===== src/voice_chain_defines.svh =====
// Register offsets, field positions, reset values and timing for the voice chain
`ifndef VOICE_CHAIN_DEFINES_SVH
`define VOICE_CHAIN_DEFINES_SVH
// Byte addresses on the register bus
`define OFS_CTRL        8'h00
`define OFS_ACTRL       8'h04
`define OFS_AMODE       8'h08
`define OFS_ASTAT       8'h0c
`define OFS_FSEL        8'h10
`define OFS_LIM_THR     8'h14
`define OFS_TX_UNITY    8'h18
`define OFS_RX_UNITY    8'h1c
`define OFS_AGC_THR     8'h20
`define OFS_AGC_MAXDEC  8'h24
`define OFS_IN1_GAIN    8'h28
// Reset values
`define RST_CTRL        16'h0000
`define RST_ACTRL       16'h9000
`define RST_FSEL        16'h0000
`define RST_LIM_THR     16'h4000
`define RST_UNITY       16'h1000
`define RST_AGC_THR     16'h2000
`define RST_AGC_MAXDEC  16'h0ff8
`define RST_IN1_GAIN    4'h0
// Analogue control fields
`define ACTRL_VOICE     3:0
`define ACTRL_INBAND    7:4
`define ACTRL_SUBAUD    11:8
`define ACTRL_SCR       15:12
`define FSEL_WIDE       0
`define MAXDEC_GAIN     3:0
`define MAXDEC_TIME     15:4
// Sub-audio code encoding
`define DCS_NONE        8'h00
`define DCS_TRUE_MAX    8'h54
`define DCS_INV_OFS     8'h64
`define DCS_INV_MAX     8'hb8
`define CTCSS_MIN       8'hc8
// Filter shifts (first-order sections at the internal rate)
`define SAMPLE_RATE_HZ  8000
`define HPF_SHIFT       3'h2
`define NARROW_SHIFT    3'h2
`define WIDE_SHIFT      3'h1
`define SPLAT_SHIFT     3'h1
`define ENV_SHIFT       4
// Scrambler carrier: base plus code times step, in Hz
`define SCR_BASE_HZ     2400
`define SCR_STEP_HZ     100
`define SCR_BASE_INC    16'(((`SCR_BASE_HZ) * 65536) / (`SAMPLE_RATE_HZ))
`define SCR_STEP_INC    16'(((`SCR_STEP_HZ) * 65536) / (`SAMPLE_RATE_HZ))
`endif


===== src/voice_chain_pkg.sv =====
// Types shared by the voice chain design
package voice_chain_pkg;
  typedef struct packed {
    logic hpf_en;
    logic chan_en;
    logic comp_en;
    logic lim_en;
    logic splat_en;
    logic scr_en;
    logic agc_en;
  } stage_ctrl_t;

  typedef enum logic [1:0] {
    KIND_NONE,
    KIND_DCS,
    KIND_CTCSS,
    KIND_BAD
  } code_kind_t;

  typedef enum logic [1:0] {
    AGC_OFF,
    AGC_TRACK,
    AGC_DECAY
  } agc_state_t;

  typedef struct packed {
    logic [3:0] voice;
    logic [3:0] inband;
    logic [3:0] subaud;
  } level_t;
endpackage : voice_chain_pkg


===== src/voice_chain.sv =====
// Analogue voice and sub-audio processing chain with Wishbone register slave
//
// The Wishbone slave port and the register addresses were chosen for this implementation.
`timescale 1ns/1ps
`include "voice_chain_defines.svh"
module voice_chain
  import voice_chain_pkg::*;
(
  input  wire logic               clk_sys_i,
  input  wire logic               rst_i,
  input  wire logic               wb_cyc_i,
  input  wire logic               wb_stb_i,
  input  wire logic               wb_we_i,
  input  wire logic [7:0]         wb_adr_i,
  input  wire logic [3:0]         wb_sel_i,
  input  wire logic [31:0]        wb_dat_i,
  output logic [31:0]             wb_dat_o,
  output logic                    wb_ack_o,
  input  wire logic               rx_mode_i,
  input  wire logic               sample_valid_i,
  input  wire logic signed [15:0] sample_i,
  output logic                    sample_valid_o,
  output logic signed [15:0]      sample_o,
  output logic [3:0]              in1_gain_o,
  output level_t                  level_o,
  output logic [7:0]              tx_code_o,
  output code_kind_t              tx_code_kind_o,
  input  wire logic               rx_code_valid_i,
  input  wire logic [7:0]         rx_code_i
);
  // Saturate a 17-bit intermediate to 16 bits
  function automatic logic signed [15:0] sat16(input logic signed [16:0] v);
    if (v > 17'sh07fff)
      sat16 = 16'sh7fff;
    else if (v < -17'sh08000)
      sat16 = 16'sh8000;
    else
      sat16 = v[15:0];
  endfunction : sat16

  // Magnitude, saturated so the most negative sample does not wrap
  function automatic logic [15:0] mag16(input logic signed [15:0] v);
    mag16 = v[15] ? sat16(-{v[15], v}) : v;
  endfunction : mag16

  // Classify a sub-audio code value
  function automatic code_kind_t classify(input logic [7:0] c);
    if (c == `DCS_NONE)
      classify = KIND_NONE;
    else if (c <= `DCS_TRUE_MAX)
      classify = KIND_DCS;
    else if (c >= `DCS_INV_OFS && c <= `DCS_INV_MAX)
      classify = KIND_DCS;
    else if (c >= `CTCSS_MIN)
      classify = KIND_CTCSS;
    else
      classify = KIND_BAD;
  endfunction : classify

  // Merge a write into a 16-bit register under byte enables
  function automatic logic [15:0] merge16(input logic [15:0] old,
                                          input logic [31:0] d,
                                          input logic [3:0]  sel);
    merge16 = {sel[1] ? d[15:8] : old[15:8], sel[0] ? d[7:0] : old[7:0]};
  endfunction : merge16

  logic [15:0]        ctrl_reg;
  logic [15:0]        actrl_reg;
  logic [15:0]        amode_reg;
  logic [15:0]        fsel_reg;
  logic [15:0]        lim_thr_reg;
  logic [15:0]        tx_unity_reg;
  logic [15:0]        rx_unity_reg;
  logic [15:0]        agc_thr_reg;
  logic [15:0]        agc_maxdec_reg;
  logic [3:0]         in1_gain_reg;
  logic [7:0]         rx_code_reg;
  logic [3:0]         agc_gain_reg;
  logic [11:0]        decay_cnt_reg;
  agc_state_t         agc_state_reg;
  logic [15:0]        env_reg;
  logic [15:0]        phase_reg;
  logic [4:0]         valid_pipe_reg;
  logic               ack_reg;
  logic [31:0]        rdata_reg;
  logic signed [15:0] comp_reg;
  logic signed [15:0] lim_reg;
  logic signed [15:0] scr_reg;
  logic signed [15:0] hpf_out;
  logic signed [15:0] chan_out;
  logic signed [15:0] splat_out;
  logic [2:0]         chan_shift;
  logic [15:0]        scr_inc;
  logic [15:0]        comp_unity;
  logic [15:0]        in_mag;
  logic               wr_strobe;
  stage_ctrl_t        stage;
  level_t             lvl;

  assign stage     = stage_ctrl_t'(ctrl_reg[6:0]);
  assign lvl       = '{voice:  actrl_reg[`ACTRL_VOICE],
                       inband: actrl_reg[`ACTRL_INBAND],
                       subaud: actrl_reg[`ACTRL_SUBAUD]};
  assign wr_strobe = wb_cyc_i && wb_stb_i && wb_we_i && !ack_reg;

  // Bus acknowledge one cycle after the request, dropped the cycle after
  always_ff @(posedge clk_sys_i)
  begin
    if (rst_i)
      ack_reg <= 1'b0;
    else
      ack_reg <= wb_cyc_i && wb_stb_i && !ack_reg;
  end
  assign wb_ack_o = ack_reg;

  // Software-written registers; unmapped writes are ignored
  always_ff @(posedge clk_sys_i)
  begin
    if (rst_i)
    begin
      ctrl_reg       <= `RST_CTRL;
      actrl_reg      <= `RST_ACTRL;
      amode_reg      <= '0;
      fsel_reg       <= `RST_FSEL;
      lim_thr_reg    <= `RST_LIM_THR;
      tx_unity_reg   <= `RST_UNITY;
      rx_unity_reg   <= `RST_UNITY;
      agc_thr_reg    <= `RST_AGC_THR;
      agc_maxdec_reg <= `RST_AGC_MAXDEC;
      in1_gain_reg   <= `RST_IN1_GAIN;
    end
    else if (wr_strobe)
    begin
      case (wb_adr_i)
        `OFS_CTRL:       ctrl_reg       <= merge16(ctrl_reg, wb_dat_i, wb_sel_i);
        `OFS_ACTRL:      actrl_reg      <= merge16(actrl_reg, wb_dat_i, wb_sel_i);
        `OFS_AMODE:      amode_reg      <= merge16(amode_reg, wb_dat_i, wb_sel_i);
        `OFS_FSEL:       fsel_reg       <= merge16(fsel_reg, wb_dat_i, wb_sel_i);
        `OFS_LIM_THR:    lim_thr_reg    <= merge16(lim_thr_reg, wb_dat_i, wb_sel_i);
        `OFS_TX_UNITY:   tx_unity_reg   <= merge16(tx_unity_reg, wb_dat_i, wb_sel_i);
        `OFS_RX_UNITY:   rx_unity_reg   <= merge16(rx_unity_reg, wb_dat_i, wb_sel_i);
        `OFS_AGC_THR:    agc_thr_reg    <= merge16(agc_thr_reg, wb_dat_i, wb_sel_i);
        `OFS_AGC_MAXDEC: agc_maxdec_reg <= merge16(agc_maxdec_reg, wb_dat_i, wb_sel_i);
        `OFS_IN1_GAIN:
        begin
          // Direct gain writes still land but only steer the amp with gain control off
          if (wb_sel_i[0])
            in1_gain_reg <= wb_dat_i[3:0];
        end
        default:         ;
      endcase
    end
  end

  // Read mux, registered alongside the acknowledge; unmapped reads return zero
  always_ff @(posedge clk_sys_i)
  begin
    if (rst_i)
      rdata_reg <= '0;
    else if (wb_cyc_i && wb_stb_i && !wb_we_i && !ack_reg)
    begin
      case (wb_adr_i)
        `OFS_CTRL:       rdata_reg <= {16'h0000, ctrl_reg};
        `OFS_ACTRL:      rdata_reg <= {16'h0000, actrl_reg};
        `OFS_AMODE:      rdata_reg <= {16'h0000, amode_reg};
        `OFS_ASTAT:      rdata_reg <= {18'h00000, agc_gain_reg, classify(rx_code_reg),
                                       rx_code_reg};
        `OFS_FSEL:       rdata_reg <= {16'h0000, fsel_reg};
        `OFS_LIM_THR:    rdata_reg <= {16'h0000, lim_thr_reg};
        `OFS_TX_UNITY:   rdata_reg <= {16'h0000, tx_unity_reg};
        `OFS_RX_UNITY:   rdata_reg <= {16'h0000, rx_unity_reg};
        `OFS_AGC_THR:    rdata_reg <= {16'h0000, agc_thr_reg};
        `OFS_AGC_MAXDEC: rdata_reg <= {16'h0000, agc_maxdec_reg};
        `OFS_IN1_GAIN:   rdata_reg <= {28'h0000000, in1_gain_reg};
        default:         rdata_reg <= '0;
      endcase
    end
  end
  assign wb_dat_o = rdata_reg;

  // Receive sub-audio code captured for the status register
  always_ff @(posedge clk_sys_i)
  begin
    if (rst_i)
      rx_code_reg <= '0;
    else if (rx_code_valid_i)
      rx_code_reg <= rx_code_i;
  end

  // Transmit code straight from the mode register
  assign tx_code_o      = amode_reg[7:0];
  assign tx_code_kind_o = classify(amode_reg[7:0]);
  assign level_o        = lvl;

  // Stage 1: 300 Hz high-pass ahead of everything else
  iir_stage u_hpf (
    .clk_sys_i (clk_sys_i),
    .rst_i     (rst_i),
    .valid_i   (sample_valid_i),
    .en_i      (stage.hpf_en),
    .hp_i      (1'b1),
    .shift_i   (`HPF_SHIFT),
    .data_i    (sample_i),
    .data_o    (hpf_out)
  );

  // Narrow unless the wide bit is set
  assign chan_shift = fsel_reg[`FSEL_WIDE] ? `WIDE_SHIFT : `NARROW_SHIFT;

  // Stage 2: channel filter
  iir_stage u_chan (
    .clk_sys_i (clk_sys_i),
    .rst_i     (rst_i),
    .valid_i   (valid_pipe_reg[0]),
    .en_i      (stage.chan_en),
    .hp_i      (1'b0),
    .shift_i   (chan_shift),
    .data_i    (hpf_out),
    .data_o    (chan_out)
  );

  // Syllabic envelope of the compander input; the step is signed so a falling level decays
  assign in_mag = mag16(chan_out);
  always_ff @(posedge clk_sys_i)
  begin
    if (rst_i)
      env_reg <= '0;
    else if (valid_pipe_reg[1])
      env_reg <= 16'($signed({1'b0, env_reg})
                     + ($signed(17'(in_mag) - 17'(env_reg)) >>> `ENV_SHIFT));
  end

  // Stage 3: 2:1 compress in transmit, 1:2 expand in receive about unity point
  assign comp_unity = rx_mode_i ? rx_unity_reg : tx_unity_reg;
  always_ff @(posedge clk_sys_i)
  begin
    if (rst_i)
      comp_reg <= '0;
    else if (valid_pipe_reg[1])
    begin
      if (!stage.comp_en)
        comp_reg <= chan_out;
      else if ((env_reg > comp_unity) != rx_mode_i)
        comp_reg <= chan_out >>> 1;
      else if (env_reg < (comp_unity >> 1) || (env_reg > comp_unity))
        comp_reg <= sat16({chan_out, 1'b0});
      else
        comp_reg <= chan_out;
    end
  end

  // Stage 4: hard limiter; clipping bounds peak deviation
  always_ff @(posedge clk_sys_i)
  begin
    if (rst_i)
      lim_reg <= '0;
    else if (valid_pipe_reg[2])
    begin
      if (stage.lim_en && $signed({1'b0, lim_thr_reg}) < 17'(comp_reg))
        lim_reg <= lim_thr_reg;
      else if (stage.lim_en && -$signed({1'b0, lim_thr_reg}) > 17'(comp_reg))
        lim_reg <= sat16(-$signed({1'b0, lim_thr_reg}));
      else
        lim_reg <= comp_reg;
    end
  end

  // Stage 5: anti-splatter low-pass removes clipping harmonics
  iir_stage u_splat (
    .clk_sys_i (clk_sys_i),
    .rst_i     (rst_i),
    .valid_i   (valid_pipe_reg[3]),
    .en_i      (stage.splat_en),
    .hp_i      (1'b0),
    .shift_i   (`SPLAT_SHIFT),
    .data_i    (lim_reg),
    .data_o    (splat_out)
  );

  // Scrambler carrier increment from the control field
  assign scr_inc = 16'(`SCR_BASE_INC + `SCR_STEP_INC * actrl_reg[`ACTRL_SCR]);

  // Carrier phase advances once per sample, only while scrambling
  always_ff @(posedge clk_sys_i)
  begin
    if (rst_i)
      phase_reg <= '0;
    else if (valid_pipe_reg[4] && stage.scr_en)
      phase_reg <= phase_reg + scr_inc;
  end

  // Stage 6: square-carrier mix inverts the spectrum, then voice level shift
  always_ff @(posedge clk_sys_i)
  begin
    if (rst_i)
      scr_reg <= '0;
    else if (valid_pipe_reg[4])
    begin
      if (stage.scr_en && phase_reg[15])
        scr_reg <= sat16(-17'(splat_out)) >>> lvl.voice;
      else
        scr_reg <= splat_out >>> lvl.voice;
    end
  end
  assign sample_o = scr_reg;

  // One stage per cycle behind the input strobe
  always_ff @(posedge clk_sys_i)
  begin
    if (rst_i)
    begin
      valid_pipe_reg <= '0;
      sample_valid_o <= 1'b0;
    end
    else
    begin
      valid_pipe_reg <= {valid_pipe_reg[3:0], sample_valid_i};
      sample_valid_o <= valid_pipe_reg[4];
    end
  end

  // Microphone gain control state machine on raw input peaks
  always_ff @(posedge clk_sys_i)
  begin
    if (rst_i)
    begin
      agc_state_reg <= AGC_OFF;
      agc_gain_reg  <= '0;
      decay_cnt_reg <= '0;
    end
    else
    begin
      case (agc_state_reg)
        AGC_OFF:
        begin
          agc_gain_reg  <= in1_gain_reg;
          decay_cnt_reg <= '0;
          if (stage.agc_en)
            agc_state_reg <= AGC_TRACK;
        end
        AGC_TRACK:
        begin
          if (!stage.agc_en)
            agc_state_reg <= AGC_OFF;
          else if (sample_valid_i && mag16(sample_i) > agc_thr_reg)
          begin
            if (agc_gain_reg != 4'h0)
              agc_gain_reg <= agc_gain_reg - 4'h1;
            decay_cnt_reg <= '0;
          end
          else if (sample_valid_i)
          begin
            if (decay_cnt_reg >= agc_maxdec_reg[`MAXDEC_TIME])
              agc_state_reg <= AGC_DECAY;
            else
              decay_cnt_reg <= decay_cnt_reg + 12'h001;
          end
        end
        AGC_DECAY:
        begin
          // Gain recovers by one step, never above the programmed ceiling
          if (agc_gain_reg < agc_maxdec_reg[`MAXDEC_GAIN])
            agc_gain_reg <= agc_gain_reg + 4'h1;
          decay_cnt_reg <= '0;
          agc_state_reg <= stage.agc_en ? AGC_TRACK : AGC_OFF;
        end
        default:
          agc_state_reg <= AGC_OFF;
      endcase
    end
  end

  // Amp gain follows gain control when enabled, otherwise the direct register
  always_ff @(posedge clk_sys_i)
  begin
    if (rst_i)
      in1_gain_o <= `RST_IN1_GAIN;
    else if (agc_state_reg != AGC_OFF)
      in1_gain_o <= agc_gain_reg;
    else
      in1_gain_o <= in1_gain_reg;
  end
endmodule : voice_chain


===== src/iir_stage.sv =====
// One-pole filter section, low-pass or high-pass, with bypass
`timescale 1ns/1ps
module iir_stage
  import voice_chain_pkg::*;
(
  input  wire logic               clk_sys_i,
  input  wire logic               rst_i,
  input  wire logic               valid_i,
  input  wire logic               en_i,
  input  wire logic               hp_i,
  input  wire logic [2:0]         shift_i,
  input  wire logic signed [15:0] data_i,
  output logic signed [15:0]      data_o
);
  logic signed [19:0] acc_reg;
  logic signed [19:0] x_ext;
  logic signed [19:0] hp_val;

  assign x_ext  = {data_i, 4'h0};
  assign hp_val = x_ext - acc_reg;

  // Low-pass state follows the input even in bypass so enabling causes no step
  always_ff @(posedge clk_sys_i)
  begin
    if (rst_i)
      acc_reg <= '0;
    else if (valid_i)
      acc_reg <= acc_reg + (hp_val >>> shift_i);
  end

  // Output stage registered once per sample
  always_ff @(posedge clk_sys_i)
  begin
    if (rst_i)
      data_o <= '0;
    else if (valid_i)
    begin
      if (!en_i)
        data_o <= data_i;
      else if (hp_i)
        data_o <= hp_val[19:4];
      else
        data_o <= acc_reg[19:4];
    end
  end
endmodule : iir_stage


===== config.mk =====
export PLATFORM = sky130hd
export DESIGN_NAME = voice_chain
export DESIGN_NICKNAME = d
export VERILOG_FILES = /design/src/voice_chain_pkg.sv /design/src/voice_chain.sv /design/src/iir_stage.sv
export VERILOG_INCLUDE_DIRS = /design/src /design/src/src
export SDC_FILE = /design/constraint.sdc
export NUM_CORES = 2
export LEC_CHECK = 0
export BUFFER_PORTS_ARGS = -buffer_cell sky130_fd_sc_hd__buf_4
export CELL_PAD_IN_SITES_DETAIL_PLACEMENT = 1
export CELL_PAD_IN_SITES_GLOBAL_PLACEMENT = 1
export CORE_MARGIN = 3
export CORE_UTILIZATION = 40
export CTS_BUF_LIST = sky130_fd_sc_hd__clkbuf_4 sky130_fd_sc_hd__clkbuf_8 sky130_fd_sc_hd__clkbuf_16
export DETAILED_ROUTE_END_ITERATION = 10
export GPL_TIMING_DRIVEN = 0
export HOLD_SLACK_MARGIN = 0.06
export PLACE_DENSITY = 0.83
export SYNTH_ARGS = -nofsm -noshare
export SYNTH_HDL_FRONTEND = slang
export SYNTH_SLANG_ARGS = --single-unit

===== constraint.sdc =====
create_clock -name clk_sys_i -period 6.9 [get_ports clk_sys_i]
set_clock_uncertainty 0.15 [all_clocks]
set_input_delay 1.38 -clock clk_sys_i [delete_from_list [all_inputs] [get_ports clk_sys_i]]
set_output_delay 1.38 -clock clk_sys_i [all_outputs]
set_load 0.005 [all_outputs]

== Yosys cells after proc, flatten, opt, wreduce, memory -nomap -nowiden ==
Cells that the tools add are included.

* Add/subtract/negate cells: 17
* Multiply operators: 1
* Magnitude comparators: 25
* Eq/ne operators: 23
* Shift operators: 3
* Mux-type cells: 56
* Reductions and logical operators: 47

{| class="wikitable"
|+ Operators with widths
! cell !! number
|-
| $mux 16 || 28
|-
| $pmux 16 s11 || 1
|-
| $gt 17x16->1 const B || 5
|-
| $lt 17x16->1 const B || 5
|-
| $sub 20x20->20 || 3
|-
| $reduce_and 3->1 || 19
|-
| $mux 12 || 4
|-
| $neg 16->17 || 2
|-
| $neg 17->17 || 2
|-
| $eq 8x5->1 const B || 4
|-
| $gt 16x16->1 || 2
|-
| $sshr 16x4->16 || 2
|-
| $eq 8x6->1 const B || 3
|-
| $logic_not 8->1 || 3
|-
| $mux 2 || 12
|-
| $pmux 12 s2 || 1
|-
| $add 20x18->20 || 1
|-
| $add 20x19->20 || 1
|-
| $add 20x20->20 || 1
|-
| $mux 4 || 5
|-
| $sshr 20x2->20 || 1
|-
| $gt 17x16->1 || 1
|-
| $lt 17x16->1 || 1
|-
| $sub 16x16->17 || 1
|-
| other kinds (34) || 64
|}

* Flip-flop bits (word level): 405
* Logic and storage cells: 211

== Depth between registers and ports, before layout ==
* Depth after elaboration: 13
* Mapped depth: 32
* Gate-level depth less buffers: 30

== By module ==
From an unflattened synthesis, not the netlist that was laid out.

* Cells, all modules: 4,273
* Area, all modules: 32,492.4 sq um

{| class="wikitable"
|+ By module, submodules not included
! module !! instances !! cells an instance !! area an instance (sq um)
|-
| voice_chain || 1 || 2,615 || 19,987.9
|-
| iir_stage at u_chan ... || 2 || 545 || 4,106.4
|-
| iir_stage at u_splat || 1 || 568 || 4,291.6
|}

== Worst setup path after synthesis ==
Ideal clock, no wire load.

* Path kind: flip-flop to flip-flop
* Start point: reg u_chan.data_o[5]
* End point: reg env_reg[14]
* Setup time: 0.136 ns
* Arrival time: 6.525 ns
* Slack: 0.089 ns
* Cell stages (with the launch flop): 29
* Path buffers: 1
* Clock period less this slack: 6.811 ns
* Cell sequence: dfxtp_1 > or3_1 > or4_1 > or3_1 > or3_1 > xnor2_1 > o31a_1 > clkbuf_1 > a31oi_1 > ha_1 > a21o_1 > a21o_1 > a221oi_1 > nor2b_1 > nor2_1 > nor2b_1 > nor2_1 > xnor2_1 > ha_1 > nor2b_1 > o21ai_0 > a21boi_0 > o21ai_0 > a21boi_0 > o2111a_1 > or4_1 > a41oi_1 > mux2i_1 > o31ai_1

* Cells in the longest elaborated chain, start to end: 7
* Elaborated cells on any way between the ends: 8
* Classes of those cells: 3 x add/sub; 2 x order compare; 3 x mux

{| class="wikitable"
|+ RTL lines
! what !! RTL line !! text
|-
| start, declared || iir_stage.sv:13 || <nowiki>output logic signed [15:0] data_o</nowiki>
|-
| start signal, assigned || iir_stage.sv:39 || <nowiki>data_o <= data_i;</nowiki>
|-
| start signal, assigned || iir_stage.sv:41 || <nowiki>data_o <= hp_val[19:4];</nowiki>
|-
| start signal, assigned || iir_stage.sv:43 || <nowiki>data_o <= acc_reg[19:4];</nowiki>
|-
| $neg 17->17 || voice_chain.sv:43 || <nowiki>mag16 = v[15] ? sat16(-{v[15], v}) : v;</nowiki>
|-
| $lt 17x16->1 || voice_chain.sv:35 || <nowiki>else if (v < -17'sh08000)</nowiki>
|-
| $mux 16 || voice_chain.sv:35 ||
|-
| $mux 16 || voice_chain.sv:33 || <nowiki>if (v > 17'sh07fff)</nowiki>
|-
| $mux 16 (*) || voice_chain.sv:43 ||
|-
| $sub 16x16->17 (*) || voice_chain.sv:230 || <nowiki>+ ($signed(17'(in_mag) - 17'(env_reg)) >>> `ENV_SHIFT));</nowiki>
|-
| $add 16x13->16 (*) || voice_chain.sv:229 || <nowiki>env_reg <= 16'($signed({1'b0, env_reg})</nowiki>
|-
| end signal, assigned || voice_chain.sv:229 ||
|-
| end, declared || voice_chain.sv:81 || <nowiki>logic [15:0] env_reg;</nowiki>
|}

Every way passes the cells marked *; elsewhere a longest branch is shown, timed or not.
A chain may end at the register's enable or synchronous reset.

== Final worst setup path ==
* Start point: reg u_chan.data_o[6]
* End point: reg env_reg[15]

The elaborated chain is that of the path after synthesis.

==> results by group <==
Status
  • Status: finished, violations left
  • Failing checks: negative setup slack

Power
  • Switching Fraction: 38.9%
  • Int Power: 0.00567 W
  • Leakage: 12.9 nW
  • Clk pwr share: 29.6%
  • Comb pwr share: 42.8%
  • Peak VDD IR: 0.000275 V
  • Psw: 0.00360 W
  • Power per cell area: 279 mW/mm2
  • Seq pwr share: 27.6%

Place
  • HPWL after DPL: 88500 um
  • Port buffer count: 97
  • Placed Cells: 4877
  • Gpl congestion: 1.00
  • Worst slack, placed: -0.971 ns

CTS
  • H-tree depth: 2
  • Clk_lat worst skew: 0.62 ns
  • CTS Buf Count: 48
  • Clock-pin slew on the worst setup and hold paths: 0.06 ns
  • CTS tree: done
  • Root Driver: clkbuf_16
  • Max clock buf depth: 3
  • Sink Count: 389

Logic synthesis
  • Synth Instances: 3813
  • Ys Warns: 0
  • Sequential element share of the synthesized area: 26.7%
  • Top cells by area, synth: dfxtp_1, ha_1, a21oi_1
  • Post-Syn Area per Cell: 7.65 um2
  • Yosys top cell area share: 26.7%
  • Top FF cell, synth: dfxtp_1
  • Flops & latches, synth: 389
  • FFs w/ async S/R, synth: 0%
  • Post-synth cell types: 87
  • Mapped cell area: 0.0292 mm2
  • Number of synthesized flops with an enable pin: 0
  • Area leader, netlist: dfxtp_1

STA
  • Final WS setup: -0.0549 ns
  • Setup repair after global routing missed its margin: true
  • Tcrit/Tclk final: 101%
  • Worst-Margin Slew: 1.43 ns
  • Final hold violation count: 0
  • Slew Viols, Final: 0
  • Final setup viols: 1
  • Max-Slew Margin vs Limit: 4.75%
  • Fmax: 144 MHz
  • Minimum clock period: 6.95 ns
  • Final hold slack: 0.307 ns

Critical path
  • Setup CP Type: flop to flop
  • WP data required: 7.22 ns
  • CP peak stage delay: 0.56 ns
  • Startpoint Class: flop
  • CP top delay family: compound AO/OA/AOI/OAI gates
  • CP most frequent cell: a21oi_2
  • CP arrival: 7.28 ns
  • Critical path fanouts, max: 4
  • Crit path buffers/inverters: 2
  • Slowest stage cell, crit path: or4_4
  • CP endpoint kind: flop

Die
  • Starting Density: 40.6%
  • Die area: 0.0762 mm2
  • IO Count: 152
  • Chip width: 276 um
  • Die Y: 276 um
  • Site row count: 98
  • Core area: 0.0719 mm2

Layout
  • Layout area overhead: 14.1%
  • Cell Count, Final, Fillers Out: 4989
  • Share of cells above drive strength 1: 8.54%
  • Most frequent cells in the layout: nor2_1, nand2_1, dfxtp_1
  • Most common cell after layout, fill and taps aside: nor2_1
  • Final Net Count: 4367

Global routing
  • First-pass GRT wire length: 181000 um
  • Vias in the first global route: 30905
  • Largest net degree at the start of global routing: 14
  • Aggregate global routing overflow: 0
  • GRT Total Usage: 29.6%
  • Antenna violations before repair: 7

Drt
  • First drt pass iteration count: 6
  • Total wire length: 119000 um
  • Via Count: 30849
  • DRC: 0
  • Antenna viol nets, final: 0
  • DR iter-0 viols: 2637
  • Vias per cell: 6.18
  • Post-DR wirelength/cell: 23.8 um

Worst hold path
  • HP Class: flop to flop

Run
  • Max-cap viol count: 0
Yosys cell counts, types with 32 or more instances:
cell type	count
nand3_1	189
o21a_1	43
buf_4	36
or3_1	56
a211oi_1	92
nand2_1	391
o211ai_1	36
a21oi_1	331
a21o_1	51
o21ai_0	180
nor2_1	392
inv_1	220
buf_1	32
xnor2_1	108
ha_1	278
mux2i_1	147
a31oi_1	50
clkbuf_1	182
dfxtp_1	389
xor2_1	34
nor3_1	70
metal layers:
metal,share of wire [%],up-vias,routed length [um],GRT usage [%]
met2,46,1287,54100,48.8
met4,4.7,8,5570,12.6
met1,41,15121,49200,37.6
li1,-,14067,-,-
met3,8.4,366,10000,6.00
met5,0.047,-,56,0
power groups by stage:
stage | Combinational (W) | Clock, W | Sequential (W)
final | 0.00397 | 0.00274 | 0.00256
after floorplan | 0.00293 | 0 | 0.00253
after global routing | 0.00441 | 0.00284 | 0.00257
after CTS | 0.00380 | 0.00274 | 0.00255
after detailed placement | 0.00372 | 0 | 0.00260
after global placement | 0.00355 | 0 | 0.00259
stage by stage:
stage	util, %	total power [W]	TNS [ns]	instance area [um2]
6_report	46.3	0.00927	-0.0549	33300
3_3_place_gp	43.3	0.00615	-3.67	31100
3_5_place_dp	43.3	0.00632	-8.40	31100
5_1_grt	46.3	0.00982	-0.943	33300
4_1_cts	45.8	0.00910	-0.0469	32900
2_1_floorplan	-	0.00546	0	29200
repair_timing:
action                                  CTS  global route
pin swaps                                 4            34
gates resized for setup                  17            42
hold buffers                              0             0
endpoints found under the setup margin    9            18
hold endpoints to repair                  0             0
buffers inserted                          6            17
worst register-to-register path, delay by kind of cell (launching register included):
| family | cells | cell delay, ns |
|---|---|---|
| AO/OA/AOI/OAI | 15 | 3.02 |
| XOR/XNOR | 2 | 0.28 |
| adder cells (fa/ha/maj) | 2 | 0.54 |
| buffers and inverters | 2 | 0.31 |
| flip-flops | 1 | 0.33 |
| AND/OR/NAND/NOR | 9 | 2.18 |
area by class of cell:
cell class	instances	area, um2
clock buffers	71	1490
multi-input cells	2963	19700
flip-flops and latches	389	7790
clock inverters	18	208
inverters	222	833
plain buffers	255	1120
repair buffers	120	908
diodes	1	2.50
well taps	950	1190
fillers	9036	38600
cells by family (layout without fill, tap and decap cells):
group / after synthesis / count (layout) / share of synthesized area (%)
flip-flops: 389 / 389 / 26.7
other: 1 / 19 / 0.0129
buffers and inverters: 478 / 686 / 6.71
AO/OA/AOI/OAI: 1032 / 1032 / 22.9
XOR/XNOR: 142 / 142 / 4.27
AND/OR/NAND/NOR: 1318 / 1318 / 20.9
adder cells (fa/ha/maj): 292 / 292 / 12.9
multiplexers: 161 / 161 / 5.68
final timing paths:
| check | start | endpoint | slack [ns] | cells after the start |
|---|---|---|---|---|
| hold reg to reg | fsel_reg[12]$_SDFFE_PP0P_ | fsel_reg[12]$_SDFFE_PP0P_ | 0.31 | 2 |
| hold / removal | fsel_reg[12]$_SDFFE_PP0P_ | fsel_reg[12]$_SDFFE_PP0P_ | 0.31 | 2 |
| setup reg to reg | u_chan.data_o[6]$_SDFFE_PP0P_ | env_reg[15]$_SDFFE_PP0P_ | -0.05 | 30 |
| setup / recovery | u_chan.data_o[6]$_SDFFE_PP0P_ | env_reg[15]$_SDFFE_PP0P_ | -0.05 | 30 |
No activity file was read; power rests on OpenSTA's default activity.
